File: src/sdc_pkg.sv
// Package of constants and types for the strap default configuration block
package sdc_pkg;
  // Register byte offsets
  localparam logic [7:0] ADDR_STRAP = 8'h00; // Strap register
  localparam logic [7:0] ADDR_MAC_TX = 8'h04; // MAC transmit setup
  localparam logic [7:0] ADDR_PHY_EEE = 8'h08; // PHY B EEE bits
  localparam logic [7:0] ADDR_VPHY_LP = 8'h0C; // Virtual PHY partner ability
  localparam logic [7:0] ADDR_STATUS = 8'h10; // Load and speed status
  // Strap register fields
  localparam int STRAP_EEE_BIT = 0; // Port 2 EEE default
  localparam int STRAP_P0_BIT = 1; // Shared port 0 speed / polarity bit
  // PHY EEE register fields
  localparam int PHY_EEE_ON_BIT = 0; // PHY Mac_tx_eee_on
  localparam int PHY_CAP_BIT = 1; // 100BASE-TX EEE capability
  localparam int PHY_ADV_BIT = 2; // 100BASE-TX EEE advertisement
  // Partner ability fields
  localparam int LP_100FD_BIT = 3; // 100BASE-X full duplex
  localparam int LP_100HD_BIT = 2; // 100BASE-X half duplex
  localparam int LP_10FD_BIT = 1; // 10BASE-T full duplex
  localparam int LP_10HD_BIT = 0; // 10BASE-T half duplex
  // Status fields
  localparam int ST_DONE_BIT = 0; // Defaults applied
  localparam int ST_EE_BIT = 1; // EEPROM overrode the straps
  localparam int ST_SPD_BIT = 2; // Port 0 running at 100 Mbps
  localparam int ST_FX_BIT = 3; // PHY B in 100BASE-FX
  localparam int ST_PIN_BIT = 4; // Decoded rate pin says 100 Mbps
  // Reset values
  localparam logic P0_STRAP_RESET = 1'b1; // Speed and polarity default
  localparam logic [31:0] ZERO_WORD = 32'h0000_0000; // Read data idle
  // Synchroniser width: eee pin, rate pin, fx mode, rmii mode
  localparam int SYNC_W = 4;
  // Cycles to wait after reset so synchronised pins are settled
  localparam logic [1:0] SETTLE_CYCLES = 2'h3;
  // Captured strap values
  typedef struct packed {
    logic eee; // Port 2 EEE default
    logic p0; // Shared port 0 speed / polarity
  } sdc_straps_t;
  // Load sequence
  typedef enum logic [3:0] {
    ST_SETTLE = 4'h1,
    ST_EEPROM = 4'h2,
    ST_APPLY = 4'h4,
    ST_READY = 4'h8
  } sdc_state_t;
endpackage

File: src/sdc_top.sv
// Soft-strap loader presetting EEE and port 0 speed defaults, APB slave
`timescale 1ns/100ps
module sdc_top (
  input wire logic sys_clk, // System clock, 250 MHz
  input wire logic resetn, // Async reset, active low
  input wire logic psel, // APB select
  input wire logic penable, // APB enable
  input wire logic pwrite, // APB direction
  input wire logic [7:0] paddr, // APB byte address
  input wire logic [31:0] pwdata, // APB write data
  output logic [31:0] prdata, // APB read data
  output logic pready, // APB ready
  output logic pslverr, // APB error on unmapped address
  input wire logic eee_select_pin, // EEE strap pin
  input wire logic port0_rate_indicator_pin, // Port 0 speed indicator pin
  input wire logic phy_b_fx_mode, // PHY B in 100BASE-FX, pin level
  input wire logic port0_rmii_mac, // Port 0 in RMII MAC mode, pin level
  input wire logic ee_done, // EEPROM loader finished
  input wire logic ee_valid, // EEPROM contents present
  input wire logic ee_eee_bit, // EEPROM EEE strap bit
  input wire logic ee_port0_bit, // EEPROM shared port 0 bit
  input wire logic vphy_an_failed, // Virtual negotiation failed
  input wire logic vphy_an_spd100, // Negotiated speed is 100
  output logic mac_tx_eee_on, // MAC Mac_tx_eee_on
  output logic phy_eee_on, // PHY B Mac_tx_eee_on
  output logic port0_spd100, // Port 0 resolved speed 100
  output logic cfg_ready // Defaults applied, access open
);
  logic [sdc_pkg::SYNC_W-1:0] pins_s; // Synchronised pins
  logic eee_pin_s, rate_pin_s, fx_s, rmii_s; // Split pin levels
  sdc_pkg::sdc_state_t state_q; // Load sequence state
  logic [1:0] settle_q; // Settle counter
  sdc_pkg::sdc_straps_t straps_q; // Strap register
  logic ee_used_q; // EEPROM took over
  logic mac_eee_q; // MAC Mac_tx_eee_on bit
  logic [2:0] phy_eee_q; // PHY EEE bits
  logic [3:0] lp_q; // Partner ability bits
  logic spd_q; // Resolved port 0 speed
  logic [31:0] rdata_q; // Read data register
  logic ready_q; // Access phase answer
  logic err_q; // Error answer
  logic access; // Access phase in progress
  logic wr_en; // Write takes effect this edge
  logic pin_100; // Decoded rate pin
  logic rdy_q; // Defaults applied, mirrors the ready state

  // Address mapped check, used for writes and reads
  function automatic logic addr_hit(input logic [7:0] a);
    addr_hit = (a == sdc_pkg::ADDR_STRAP) || (a == sdc_pkg::ADDR_MAC_TX) ||
               (a == sdc_pkg::ADDR_PHY_EEE) || (a == sdc_pkg::ADDR_VPHY_LP) ||
               (a == sdc_pkg::ADDR_STATUS);
  endfunction

  // Partner ability pattern from the shared speed bit
  function automatic logic [3:0] lp_from_speed(input logic s);
    logic [3:0] v;
    v = 4'h0;
    v[sdc_pkg::LP_100FD_BIT] = s;
    v[sdc_pkg::LP_100HD_BIT] = s;
    v[sdc_pkg::LP_10FD_BIT] = ~s;
    v[sdc_pkg::LP_10HD_BIT] = ~s;
    lp_from_speed = v;
  endfunction

  // Pins are asynchronous to sys_clk
  sdc_sync u_sync (
    .sys_clk(sys_clk),
    .resetn(resetn),
    .async_in({eee_select_pin, port0_rate_indicator_pin, phy_b_fx_mode, port0_rmii_mac}),
    .sync_out(pins_s)
  );

  assign eee_pin_s = pins_s[3];
  assign rate_pin_s = pins_s[2];
  assign fx_s = pins_s[1];
  assign rmii_s = pins_s[0];

  // Register access only once defaults are in place
  assign access = psel && penable && !ready_q && (state_q == sdc_pkg::ST_READY);
  // Write lands at the edge where the master sees pready, never on a refused place
  assign wr_en = psel && penable && ready_q && pwrite && !err_q;

  // Pin level decoded through the shared polarity bit
  assign pin_100 = straps_q.p0 ? rate_pin_s : ~rate_pin_s;

  // Load sequence: settle, optional EEPROM, apply, ready
  always_ff @(posedge sys_clk or negedge resetn) begin
    if (!resetn) begin
      state_q <= sdc_pkg::ST_SETTLE;
      settle_q <= 2'h0;
    end else begin
      unique case (state_q)
        sdc_pkg::ST_SETTLE: begin
          // Wait for the synchroniser to flush reset zeros
          settle_q <= settle_q + 2'h1;
          if (settle_q == sdc_pkg::SETTLE_CYCLES) begin
            state_q <= sdc_pkg::ST_EEPROM;
          end
        end
        sdc_pkg::ST_EEPROM: begin
          if (ee_done) begin
            state_q <= sdc_pkg::ST_APPLY;
          end
        end
        sdc_pkg::ST_APPLY: begin
          state_q <= sdc_pkg::ST_READY;
        end
        sdc_pkg::ST_READY: begin
          state_q <= sdc_pkg::ST_READY;
        end
        default: begin
          state_q <= sdc_pkg::ST_SETTLE; // Illegal one-hot code
        end
      endcase
    end
  end

  // Strap register: pin capture, EEPROM override, software write
  always_ff @(posedge sys_clk or negedge resetn) begin
    if (!resetn) begin
      straps_q.eee <= 1'b0;
      straps_q.p0 <= sdc_pkg::P0_STRAP_RESET;
      ee_used_q <= 1'b0;
    end else if (state_q == sdc_pkg::ST_SETTLE && settle_q == sdc_pkg::SETTLE_CYCLES) begin
      // Pin level caught after release, not under reset
      straps_q.eee <= eee_pin_s;
    end else if (state_q == sdc_pkg::ST_EEPROM && ee_done && ee_valid) begin
      straps_q.eee <= ee_eee_bit;
      straps_q.p0 <= ee_port0_bit;
      ee_used_q <= 1'b1;
    end else if (wr_en && paddr == sdc_pkg::ADDR_STRAP) begin
      // One bit serves both speed and polarity
      straps_q.eee <= pwdata[sdc_pkg::STRAP_EEE_BIT];
      straps_q.p0 <= pwdata[sdc_pkg::STRAP_P0_BIT];
    end
  end

  // MAC and PHY EEE defaults; FX mode at apply loads EEE off, register writes can still set it
  always_ff @(posedge sys_clk or negedge resetn) begin
    if (!resetn) begin
      mac_eee_q <= 1'b0;
      phy_eee_q <= 3'h0;
    end else if (state_q == sdc_pkg::ST_APPLY) begin
      // No EEE negotiation result exists on fibre, so strap is ignored
      mac_eee_q <= straps_q.eee && !fx_s;
      phy_eee_q <= {3{straps_q.eee && !fx_s}};
    end else if (wr_en && paddr == sdc_pkg::ADDR_MAC_TX) begin
      mac_eee_q <= pwdata[0];
    end else if (wr_en && paddr == sdc_pkg::ADDR_PHY_EEE) begin
      phy_eee_q <= pwdata[2:0];
    end
  end

  // Partner ability default from the speed strap
  always_ff @(posedge sys_clk or negedge resetn) begin
    if (!resetn) begin
      lp_q <= 4'h0;
    end else if (state_q == sdc_pkg::ST_APPLY) begin
      lp_q <= lp_from_speed(straps_q.p0);
    end else if (wr_en && paddr == sdc_pkg::ADDR_VPHY_LP) begin
      lp_q <= pwdata[3:0];
    end
  end

  // Port 0 speed resolution
  always_ff @(posedge sys_clk or negedge resetn) begin
    if (!resetn) begin
      spd_q <= 1'b0;
    end else if (state_q != sdc_pkg::ST_READY) begin
      spd_q <= 1'b0; // Held until defaults are applied
    end else if (rmii_s) begin
      spd_q <= pin_100;
    end else if (vphy_an_failed) begin
      spd_q <= straps_q.p0;
    end else begin
      spd_q <= vphy_an_spd100;
    end
  end

  // APB answer: ready one cycle into the access phase
  always_ff @(posedge sys_clk or negedge resetn) begin
    if (!resetn) begin
      ready_q <= 1'b0;
      err_q <= 1'b0;
      rdata_q <= sdc_pkg::ZERO_WORD;
    end else if (access) begin
      ready_q <= 1'b1;
      err_q <= !addr_hit(paddr);
      rdata_q <= sdc_pkg::ZERO_WORD;
      if (!pwrite) begin
        unique case (paddr)
          sdc_pkg::ADDR_STRAP: rdata_q <= {30'h0, straps_q.p0, straps_q.eee};
          sdc_pkg::ADDR_MAC_TX: rdata_q <= {31'h0, mac_eee_q};
          sdc_pkg::ADDR_PHY_EEE: rdata_q <= {29'h0, phy_eee_q};
          sdc_pkg::ADDR_VPHY_LP: rdata_q <= {28'h0, lp_q};
          sdc_pkg::ADDR_STATUS: rdata_q <= {27'h0, pin_100, fx_s, spd_q, ee_used_q, rdy_q};
          default: rdata_q <= sdc_pkg::ZERO_WORD; // Unmapped reads zero
        endcase
      end
    end else begin
      // Answer lasts one cycle
      ready_q <= 1'b0;
      err_q <= 1'b0;
    end
  end

  // Ready flag in its own flop, so cfg_ready is no state decode
  always_ff @(posedge sys_clk or negedge resetn) begin
    if (!resetn) begin
      rdy_q <= 1'b0;
    end else begin
      rdy_q <= (state_q == sdc_pkg::ST_APPLY) || (state_q == sdc_pkg::ST_READY);
    end
  end

  // Outputs straight from flops
  assign prdata = rdata_q;
  assign pready = ready_q;
  assign pslverr = err_q;
  assign mac_tx_eee_on = mac_eee_q;
  assign phy_eee_on = phy_eee_q[sdc_pkg::PHY_EEE_ON_BIT];
  assign port0_spd100 = spd_q;
  assign cfg_ready = rdy_q;
endmodule

File: src/sdc_sync.sv
// Two-flop synchroniser for the strap and mode pins
`timescale 1ns/100ps
module sdc_sync (
  input wire logic sys_clk, // System clock
  input wire logic resetn, // Async reset, active low
  input wire logic [sdc_pkg::SYNC_W-1:0] async_in, // Raw pin levels
  output logic [sdc_pkg::SYNC_W-1:0] sync_out // Synchronised levels
);
  logic [sdc_pkg::SYNC_W-1:0] meta_q; // First stage, read only by second

  // Two stages; the first is never looked at by logic
  always_ff @(posedge sys_clk or negedge resetn) begin
    if (!resetn) begin
      meta_q <= '0;
      sync_out <= '0;
    end else begin
      meta_q <= async_in;
      sync_out <= meta_q;
    end
  end
endmodule

File: config.mk
export PLATFORM = sky130hd
export DESIGN_NAME = sdc_top
export DESIGN_NICKNAME = d
export VERILOG_FILES = /design/src/sdc_pkg.sv /design/src/sdc_top.sv /design/src/sdc_sync.sv
export SDC_FILE = /design/constraint.sdc
export NUM_CORES = 1
export LEC_CHECK = 0
export BUFFER_PORTS_ARGS = -buffer_cell sky130_fd_sc_hd__buf_2
export CAP_MARGIN = 20
export CORE_UTILIZATION = 46
export CTS_BUF_LIST = sky130_fd_sc_hd__clkbuf_8 sky130_fd_sc_hd__clkbuf_16
export DETAILED_ROUTE_END_ITERATION = 10
export GPL_TIMING_DRIVEN = 1
export PLACE_DENSITY_LB_ADDON = 0.08
export SETUP_SLACK_MARGIN = 0.15
export SYNTH_ARGS = -nofsm -noshare
export SYNTH_HDL_FRONTEND = slang
export SYNTH_HIERARCHICAL = 1
export SYNTH_SLANG_ARGS = --single-unit
File: constraint.sdc
create_clock -name sys_clk -period 2.5 [get_ports sys_clk]
set_clock_uncertainty 0.05 [all_clocks]
set_input_delay 0.5 -clock sys_clk [delete_from_list [all_inputs] [get_ports sys_clk]]
set_output_delay 0.5 -clock sys_clk [all_outputs]
set_load 0.005 [all_outputs]
==> results.cfg, run 1 <==
[clock_tree]
cts_buffers = 5
cts_tree = built
htreeDepth = 2
cts_root_buffer = clkbuf_8
ctsHoldBuffers = 0
post_cts_buffers = 0
clock-sinks = 34
cts_resized = 0
insertion_delay_ps = 290
cts.clk_slew.worst_paths_ps = 70
clockBufferDepth = 2

[final_layout]
final_area_um2 = 2080
final_cells = 273
insertedDiodeCount = 0
fin_nets = 280
drive_gt1_frac = 0.293
area_delta_synth_final_pct = 11.6

[setup_path]
cpPeakStageDelay_ps = 510
path_max_fanout = 3
r2r-start = pslverr
crit_start = pslverr
worstPathCellList = or4bb_1 > or4_1 > o21ai_2 > mux2_2
worstPathArrival_ps = 2300
crit_family = simple AND/OR/NAND/NOR gates
required_ps = 2630
worstSetupPathType = reg2reg
end_kind = flop
cp_num_buf_inv = 0
cpMaxStageDelayCell = or4bb_1
critPathLaunchType = flop

[floorplanning]
die_width_um = 65.6
initial_core_util = 0.494
io_pins = 93
die_h_um = 65.6
die-area_um2 = 4310
rows = 22
coreArea_um2 = 3770

[placement]
place_congestion = 0.745
dpl.hpwl_mm = 2.82
port_buffers = 37
place_ws_ps = 89.8
placed_cell_area_um2 = 1990
dpl.cell_count = 265

[global_route]
grt_pass1_vias = 1389
grt_pass1_wl_mm = 6.25
grt_overflow = 0
antenna_found_initial = 0
grtUsageTotal = 0.197
grt_start_max_net_pins = 35

[synthesis]
ys_ff_latch = 34
synthSimpleGateAreaFrac = 0.199
synth_ff_type = dfrtp_1
synthAdderAreaFrac = 0.00672
yosysSeqAreaShare = 0.458
synth_edf_count = 0
syn_avg_cell_area_um2 = 10.1
yosys-top-cells-area = dfrtp_1 (43%), buf_4 (11%), mux2_2 (4.2%)
yosys.area.top_type = dfrtp_1
synth.distinct_cells = 52
synth-xor-area-share = 0.0141
synth_cells = 185
synth_top_area_frac = 0.430
netlist_area_um2 = 1860
ys.warnings.count = 6
synthMuxAreaShare = 0.0477
async_flop_share = 1.00
synth_compound_area_frac = 0.130
synth_top_family_by_area = simple AND/OR/NAND/NOR gates

[timing]
worst_pin_slew_ps = 730
drv_slew = 0
finalCritPeriodShare = 0.868
setup_violations = 0
max_freq_ghz = 0.461
finalSetupTns_ps = 0
hold_violations = 0
relSlewSlack = 0.513
fin_crit_ps = 2170
setup_ws_ps = 330
rsz0062_at_grt = no

[routing]
drtIter0Drc = 64
antenna_left = 0
drt-vias-per-instance = 5.25
drt-pass1-iter-count = 4
wl_per_cell_um = 13.8
drcViolationCount = 0
wl_mm = 3.76
num_vias = 1433

[worst_hold_path]
min_path_type = in2async

[status]
status = finished clean

[power]
p_leak_nw = 0.993
totalPowerFinal_w = 0.00154
vdd_drop_max_mv = 0.527
p_per_area_nw_per_um2 = 741

[job]
cap_violations = 0
==> cells in the mapped netlist, types with 4 or more instances <==
cell	n
dfrtp_1	32
buf_4	27
nand2_1	18
nor2_1	12
mux2_2	7
a31oi_1	6
nand4_1	6
o21ai_0	6
clkbuf_1	4
inv_1	4
nor3_1	4
==> state kept, by name, indices dropped and copies added (netlist names), 2 cells and up <==
signal / flops
state_q: 4
prdata: 5
lp_q: 4
straps_q: 2
phy_eee_q: 3
settle_q: 2
u_sync/sync_out: 4
u_sync/meta_q: 4
==> cells by family after synthesis <==
kind of cell	Yosys count
buffers and inverters	39
adder cells (fa/ha/maj)	1
XOR/XNOR	3
other	1
AO/OA/AOI/OAI	33
flip-flops	34
multiplexers	8
AND/OR/NAND/NOR	66
==> final timing paths <==
path                                      endpoint  slack [ps]  depth (start not counted)
worst min-delay path                     cfg_ready         220                          1
worst min register to register  u_sync/sync_out[1]         300                          0
min in group sys_clk              u_sync/meta_q[2]         260                          1
max in group asynchronous         u_sync/meta_q[3]        1720                          1
worst max register to register        phy_eee_q[1]         330                          4
worst max-delay path                  phy_eee_q[1]         330                          4
==> power breakdown <==
group	switching [W]	internal, W	total [W]
registers	0.0000952	0.000677	0.000772
clock network	0.000194	0.000218	0.000411
logic	0.000171	0.000185	0.000356
total	0.000460	0.00108	0.00154
==> placed cells by master (no fill, tap or decap), types with 2 or more instances in the layout <==
cell,n
a21oi_1,3
a221oi_1,2
a22oi_1,2
a31oi_1,6
buf_2,37
buf_4,4
clkbuf_8,6
conb_1,27
dfrtp_1,32
dfstp_2,2
inv_1,5
mux2_2,7
nand2_1,18
nand3_1,3
nand3b_1,3
nand4_1,6
nand4b_1,2
nor2_1,12
nor3_1,4
nor3b_1,2
o21ai_0,6
o31a_1,3
o31ai_1,2
or2_2,3
xor2_1,2
==> stage by stage <==
step / utilization / hold WS [ps]
after floorplan: - / 154
after global placement: 0.527 / 285
after detailed placement: 0.527 / 289
after CTS: 0.551 / 256
after global routing: 0.551 / 245
final: 0.551 / 216
==> metal layers <==
layer / GRT usage / wire length, um / vias to the layer above
li1: - / - / 685
met1: 0.252 / 1710 / 681
met2: 0.316 / 1760 / 60
met3: 0.0642 / 227 / 7
met4: 0.0543 / 65 / 0
met5: 0 / 0 / -
==> layout make-up <==
cell class	instances	area (um2)
clock buffers	6	82.6
clock inverters	2	8.76
fillers	338	1690
inverters	4	15.0
multi-input cells	138	843
flip-flops and latches	34	853
well taps	48	60.1
repair buffers	41	215
Note: power is estimated with default switching activity, not from simulation.
==> run 2, diff against run 1 <==
==> constraint.sdc (replaced) <==
create_clock -name sys_clk -period 2.5 [get_ports sys_clk]
set_clock_uncertainty 0.05 [all_clocks]
set_input_delay 0.25 -clock sys_clk [delete_from_list [all_inputs] [get_ports sys_clk]]
set_output_delay 0.25 -clock sys_clk [all_outputs]
set_load 0.005 [all_outputs]
==> results.cfg, run 2 (same netlist as run 1, synthesis figures left out) <==
[timing]
drv_slew = 0
max_freq_ghz = 0.448
worst_pin_slew_ps = 748
finalCritPeriodShare = 0.893
finalSetupTns_ps = 0
hold_violations = 32
fin_crit_ps = 2230
relSlewSlack = 0.501
setup_violations = 0
hold_slack_ps = -26.1
rsz0062_at_grt = no

[clock_tree]
insertion_delay_ps = 290
clockBufferDepth = 2
post_cts_buffers = 0
ctsHoldBuffers = 0
cts_root_buffer = clkbuf_8
cts_tree = built
cts.clk_slew.worst_paths_ps = 70
clock-sinks = 34
htreeDepth = 2
cts_buffers = 5
cts_resized = 0

[status]
status = complete, but fails checks
violations = hold timing

[routing]
drcViolationCount = 0
wl_mm = 3.81
drt-vias-per-instance = 5.38
antenna_left = 0
wl_per_cell_um = 14.0
drt-pass1-iter-count = 4
drtIter0Drc = 79
num_vias = 1458

[power]
p_per_area_nw_per_um2 = 745
vdd_drop_max_mv = 0.532
totalPowerFinal_w = 0.00154
p_leak_nw = 0.985

[floorplanning]
die_width_um = 65.6
die_h_um = 65.6
initial_core_util = 0.494
io_pins = 93
coreArea_um2 = 3770
die-area_um2 = 4310
rows = 22

[final_layout]
area_delta_synth_final_pct = 10.9
insertedDiodeCount = 0
layout_commonest_cell = buf_2
drive_gt1_frac = 0.287
fillCellCount = 354
fin_nets = 279
largest_register_ffs = 5
mostFrequentLayoutCells = buf_2 (37), dfrtp_1 (32), conb_1 (27), nand2_1 (18), nor2_1 (12)

[setup_path]
required_ps = 2620
worstPathArrival_ps = 2350
worstSetupPathType = reg2reg
end_kind = flop
critPathLaunchType = flop
path_max_fanout = 6

[global_route]
grt_pass1_vias = 1339
antenna_found_initial = 0
grt_start_max_net_pins = 35
grt_overflow = 0
grt_pass1_wl_mm = 6.15
grtUsageTotal = 0.193

[placement]
dpl.hpwl_mm = 2.86
port_buffers = 37
place_congestion = 0.747

[worst_hold_path]
min_path_type = in2async

[job]
cap_violations = 0
## run 2: worst max-delay path, cell delays in order, from the launching register on
cell and delay [ps]:
dfrtp_1 380, or4bb_1 500, or4_1 560, o21ai_2 260, mux2_2 360
## run 2: worst paths after layout
path / start / endpoint / slack [ps] / cells after the start
setup reg to reg: pready / phy_eee_q[2] / 270 / 4
hold reg to reg: u_sync/meta_q[3] / u_sync/sync_out[3] / 310 / 0
max in group asynchronous: resetn / phy_eee_q[2] / 1940 / 1
setup / recovery: pready / phy_eee_q[2] / 270 / 4
hold / removal: resetn / prdata[0] / -30 / 1
min in group sys_clk: eee_select_pin / u_sync/meta_q[3] / 20 / 1
## run 2: metrics by stage
stage                      util  hold WS, ps  std cells  area, um2  setup WS [ps]
after detailed placement  0.525          292        264       1980            286
after floorplan               -        -95.6        211       1960            436
after global routing      0.548         4.64        271       2070            214
after CTS                 0.548         5.68        271       2070            265
final                     0.548        -26.1        271       2070            269
after global placement    0.525          285        264       1980            306
## run 2: per-layer routing
metal / global-route usage / wire length [um]
met1: 0.249 / 1710
met2: 0.309 / 1820
met3: 0.0590 / 232
met4: 0.0571 / 43
met5: 0 / 0
## run 2: report_power, final
| part | internal, W | switching (W) | leakage (nW) |
|---|---|---|---|
| clock | 0.000214 | 0.000191 | 0.0485 |
| sequential | 0.000677 | 0.0000969 | 0.407 |
| combinational | 0.000185 | 0.000174 | 0.530 |
## run 2: layout make-up
| class | instances | area [um2] | share of cell area |
|---|---|---|---|
| inverters | 4 | 15.0 | 0.00727 |
| multi-input cells | 138 | 843 | 0.408 |
| clock inverters | 1 | 3.75 | 0.00182 |
| repair buffers | 40 | 208 | 0.101 |
| clock buffers | 6 | 82.6 | 0.0400 |
| flip-flops and latches | 34 | 853 | 0.413 |
| well taps | 48 | 60.1 | 0.0291 |
==> run 3, diff against run 2 <==
--- a/config.mk
+++ b/config.mk
@@ -5,7 +5,7 @@
 export SDC_FILE = /design/constraint.sdc
 export NUM_CORES = 1
 export LEC_CHECK = 0
-export BUFFER_PORTS_ARGS = -buffer_cell sky130_fd_sc_hd__buf_2
+export BUFFER_PORTS_ARGS = -buffer_cell sky130_fd_sc_hd__clkbuf_2
 export CAP_MARGIN = 20
 export CORE_UTILIZATION = 46
 export CTS_BUF_LIST = sky130_fd_sc_hd__clkbuf_8 sky130_fd_sc_hd__clkbuf_16
==> results.cfg, run 3 (same netlist as run 1, synthesis figures left out) <==
[placement]
place_congestion = 0.748
placed_cell_area_um2 = 1980
dpl.hpwl_mm = 2.86
place_ws_ps = 275
port_buffers = 37

[setup_path]
worstSetupPathType = reg2reg
path_max_fanout = 6
cpMaxStageDelayCell = or4_1
cpPeakStageDelay_ps = 550
crit_family = simple AND/OR/NAND/NOR gates
end_kind = flop
worstPathArrival_ps = 2360
required_ps = 2620
worstPathCellList = or4bb_1 > or4_1 > o21ai_2 > mux2_2
cp_num_buf_inv = 0
critPathLaunchType = flop

[timing]
hold_violations = 0
setup_ws_ps = 266
fin_crit_ps = 2230
drv_slew = 0
hold_slack_ps = 11.3
finalCritPeriodShare = 0.894
relSlewSlack = 0.439
setup_violations = 0
max_freq_ghz = 0.448
finalSetupTns_ps = 0
rsz0062_at_grt = no
worst_pin_slew_ps = 841

[power]
p_per_area_nw_per_um2 = 744
vdd_drop_max_mv = 0.412
totalPowerFinal_w = 0.00155
p_leak_nw = 0.987

[clock_tree]
htreeDepth = 2
cts_resized = 0
insertion_delay_ps = 280
cts_tree = built
cts.clk_slew.worst_paths_ps = 70
clock-sinks = 34
cts_root_buffer = clkbuf_8
cts_buffers = 5
clockBufferDepth = 2

[worst_hold_path]
min_path_type = in2async

[job]
cap_violations = 0

[final_layout]
insertedDiodeCount = 0
layout_commonest_cell = clkbuf_2
fin_nets = 280
largest_register_ffs = 5
mostFrequentLayoutCells = clkbuf_2 (37), dfrtp_1 (32), conb_1 (27), nand2_1 (18), nor2_1 (12)
area_delta_synth_final_pct = 11.9
drive_gt1_frac = 0.293
final_area_um2 = 2080

[floorplanning]
die_h_um = 65.6
initial_core_util = 0.494
die_width_um = 65.6
coreArea_um2 = 3770
rows = 22
die-area_um2 = 4310
io_pins = 93

[routing]
wl_mm = 3.76
drt-pass1-iter-count = 4
wl_per_cell_um = 13.8
drcViolationCount = 0
num_vias = 1456
drt-vias-per-instance = 5.33
drtIter0Drc = 69
antenna_left = 0

[global_route]
grt_pass1_wl_mm = 6.18
grt_pass1_vias = 1353
grt_overflow = 0
grt_start_max_net_pins = 35
grtUsageTotal = 0.195
antenna_found_initial = 0

[status]
status = finished clean
## run 3: where the power goes
part | switching [W] | internal, W
Combinational | 0.000170 | 0.000186
Sequential | 0.0000965 | 0.000677
Clock | 0.000201 | 0.000221
Total | 0.000468 | 0.00108
## run 3: worst paths after layout
check                                  from            endpoint  slack, ps  cells after the start
max                                  pready        phy_eee_q[2]        270                      4
min                                  resetn           prdata[1]         10                      1
max reg2reg                          pready        phy_eee_q[2]        270                      4
min reg2reg                u_sync/meta_q[3]  u_sync/sync_out[3]        300                      0
max in group asynchronous            resetn             lp_q[0]       1870                      1
min in group sys_clk          phy_b_fx_mode    u_sync/meta_q[1]         20                      1
## run 3: metrics by stage
stage,instances,util
final,273,0.553
after global routing,273,0.553
after CTS,272,0.550
after detailed placement,264,0.525
after global placement,264,0.525
after floorplan,211,-
## run 3: repair_timing
| item | in CTS | in global routing |
|---|---|---|
| setup buffers | 0 | 0 |
| hold buffers | 0 | 1 |
| hold endpoints to repair | 0 | 1 |
## run 3: layout make-up
class	instances	area [um2]
clock buffer	6	82.6
clock inverter	2	12.5
fill	372	1690
sequential	34	853
inverter	4	15.0
tap	48	60.1
multi-input combinational	138	843
timing repair buffer	41	218
## run 3: routing by layer
metal  track usage  share of wire  up-vias
met5             0              0        -
met4        0.0951          0.019        0
met3        0.0503          0.076        7
met2         0.300           0.47       63
met1         0.252           0.43      698
li1              -              -      688
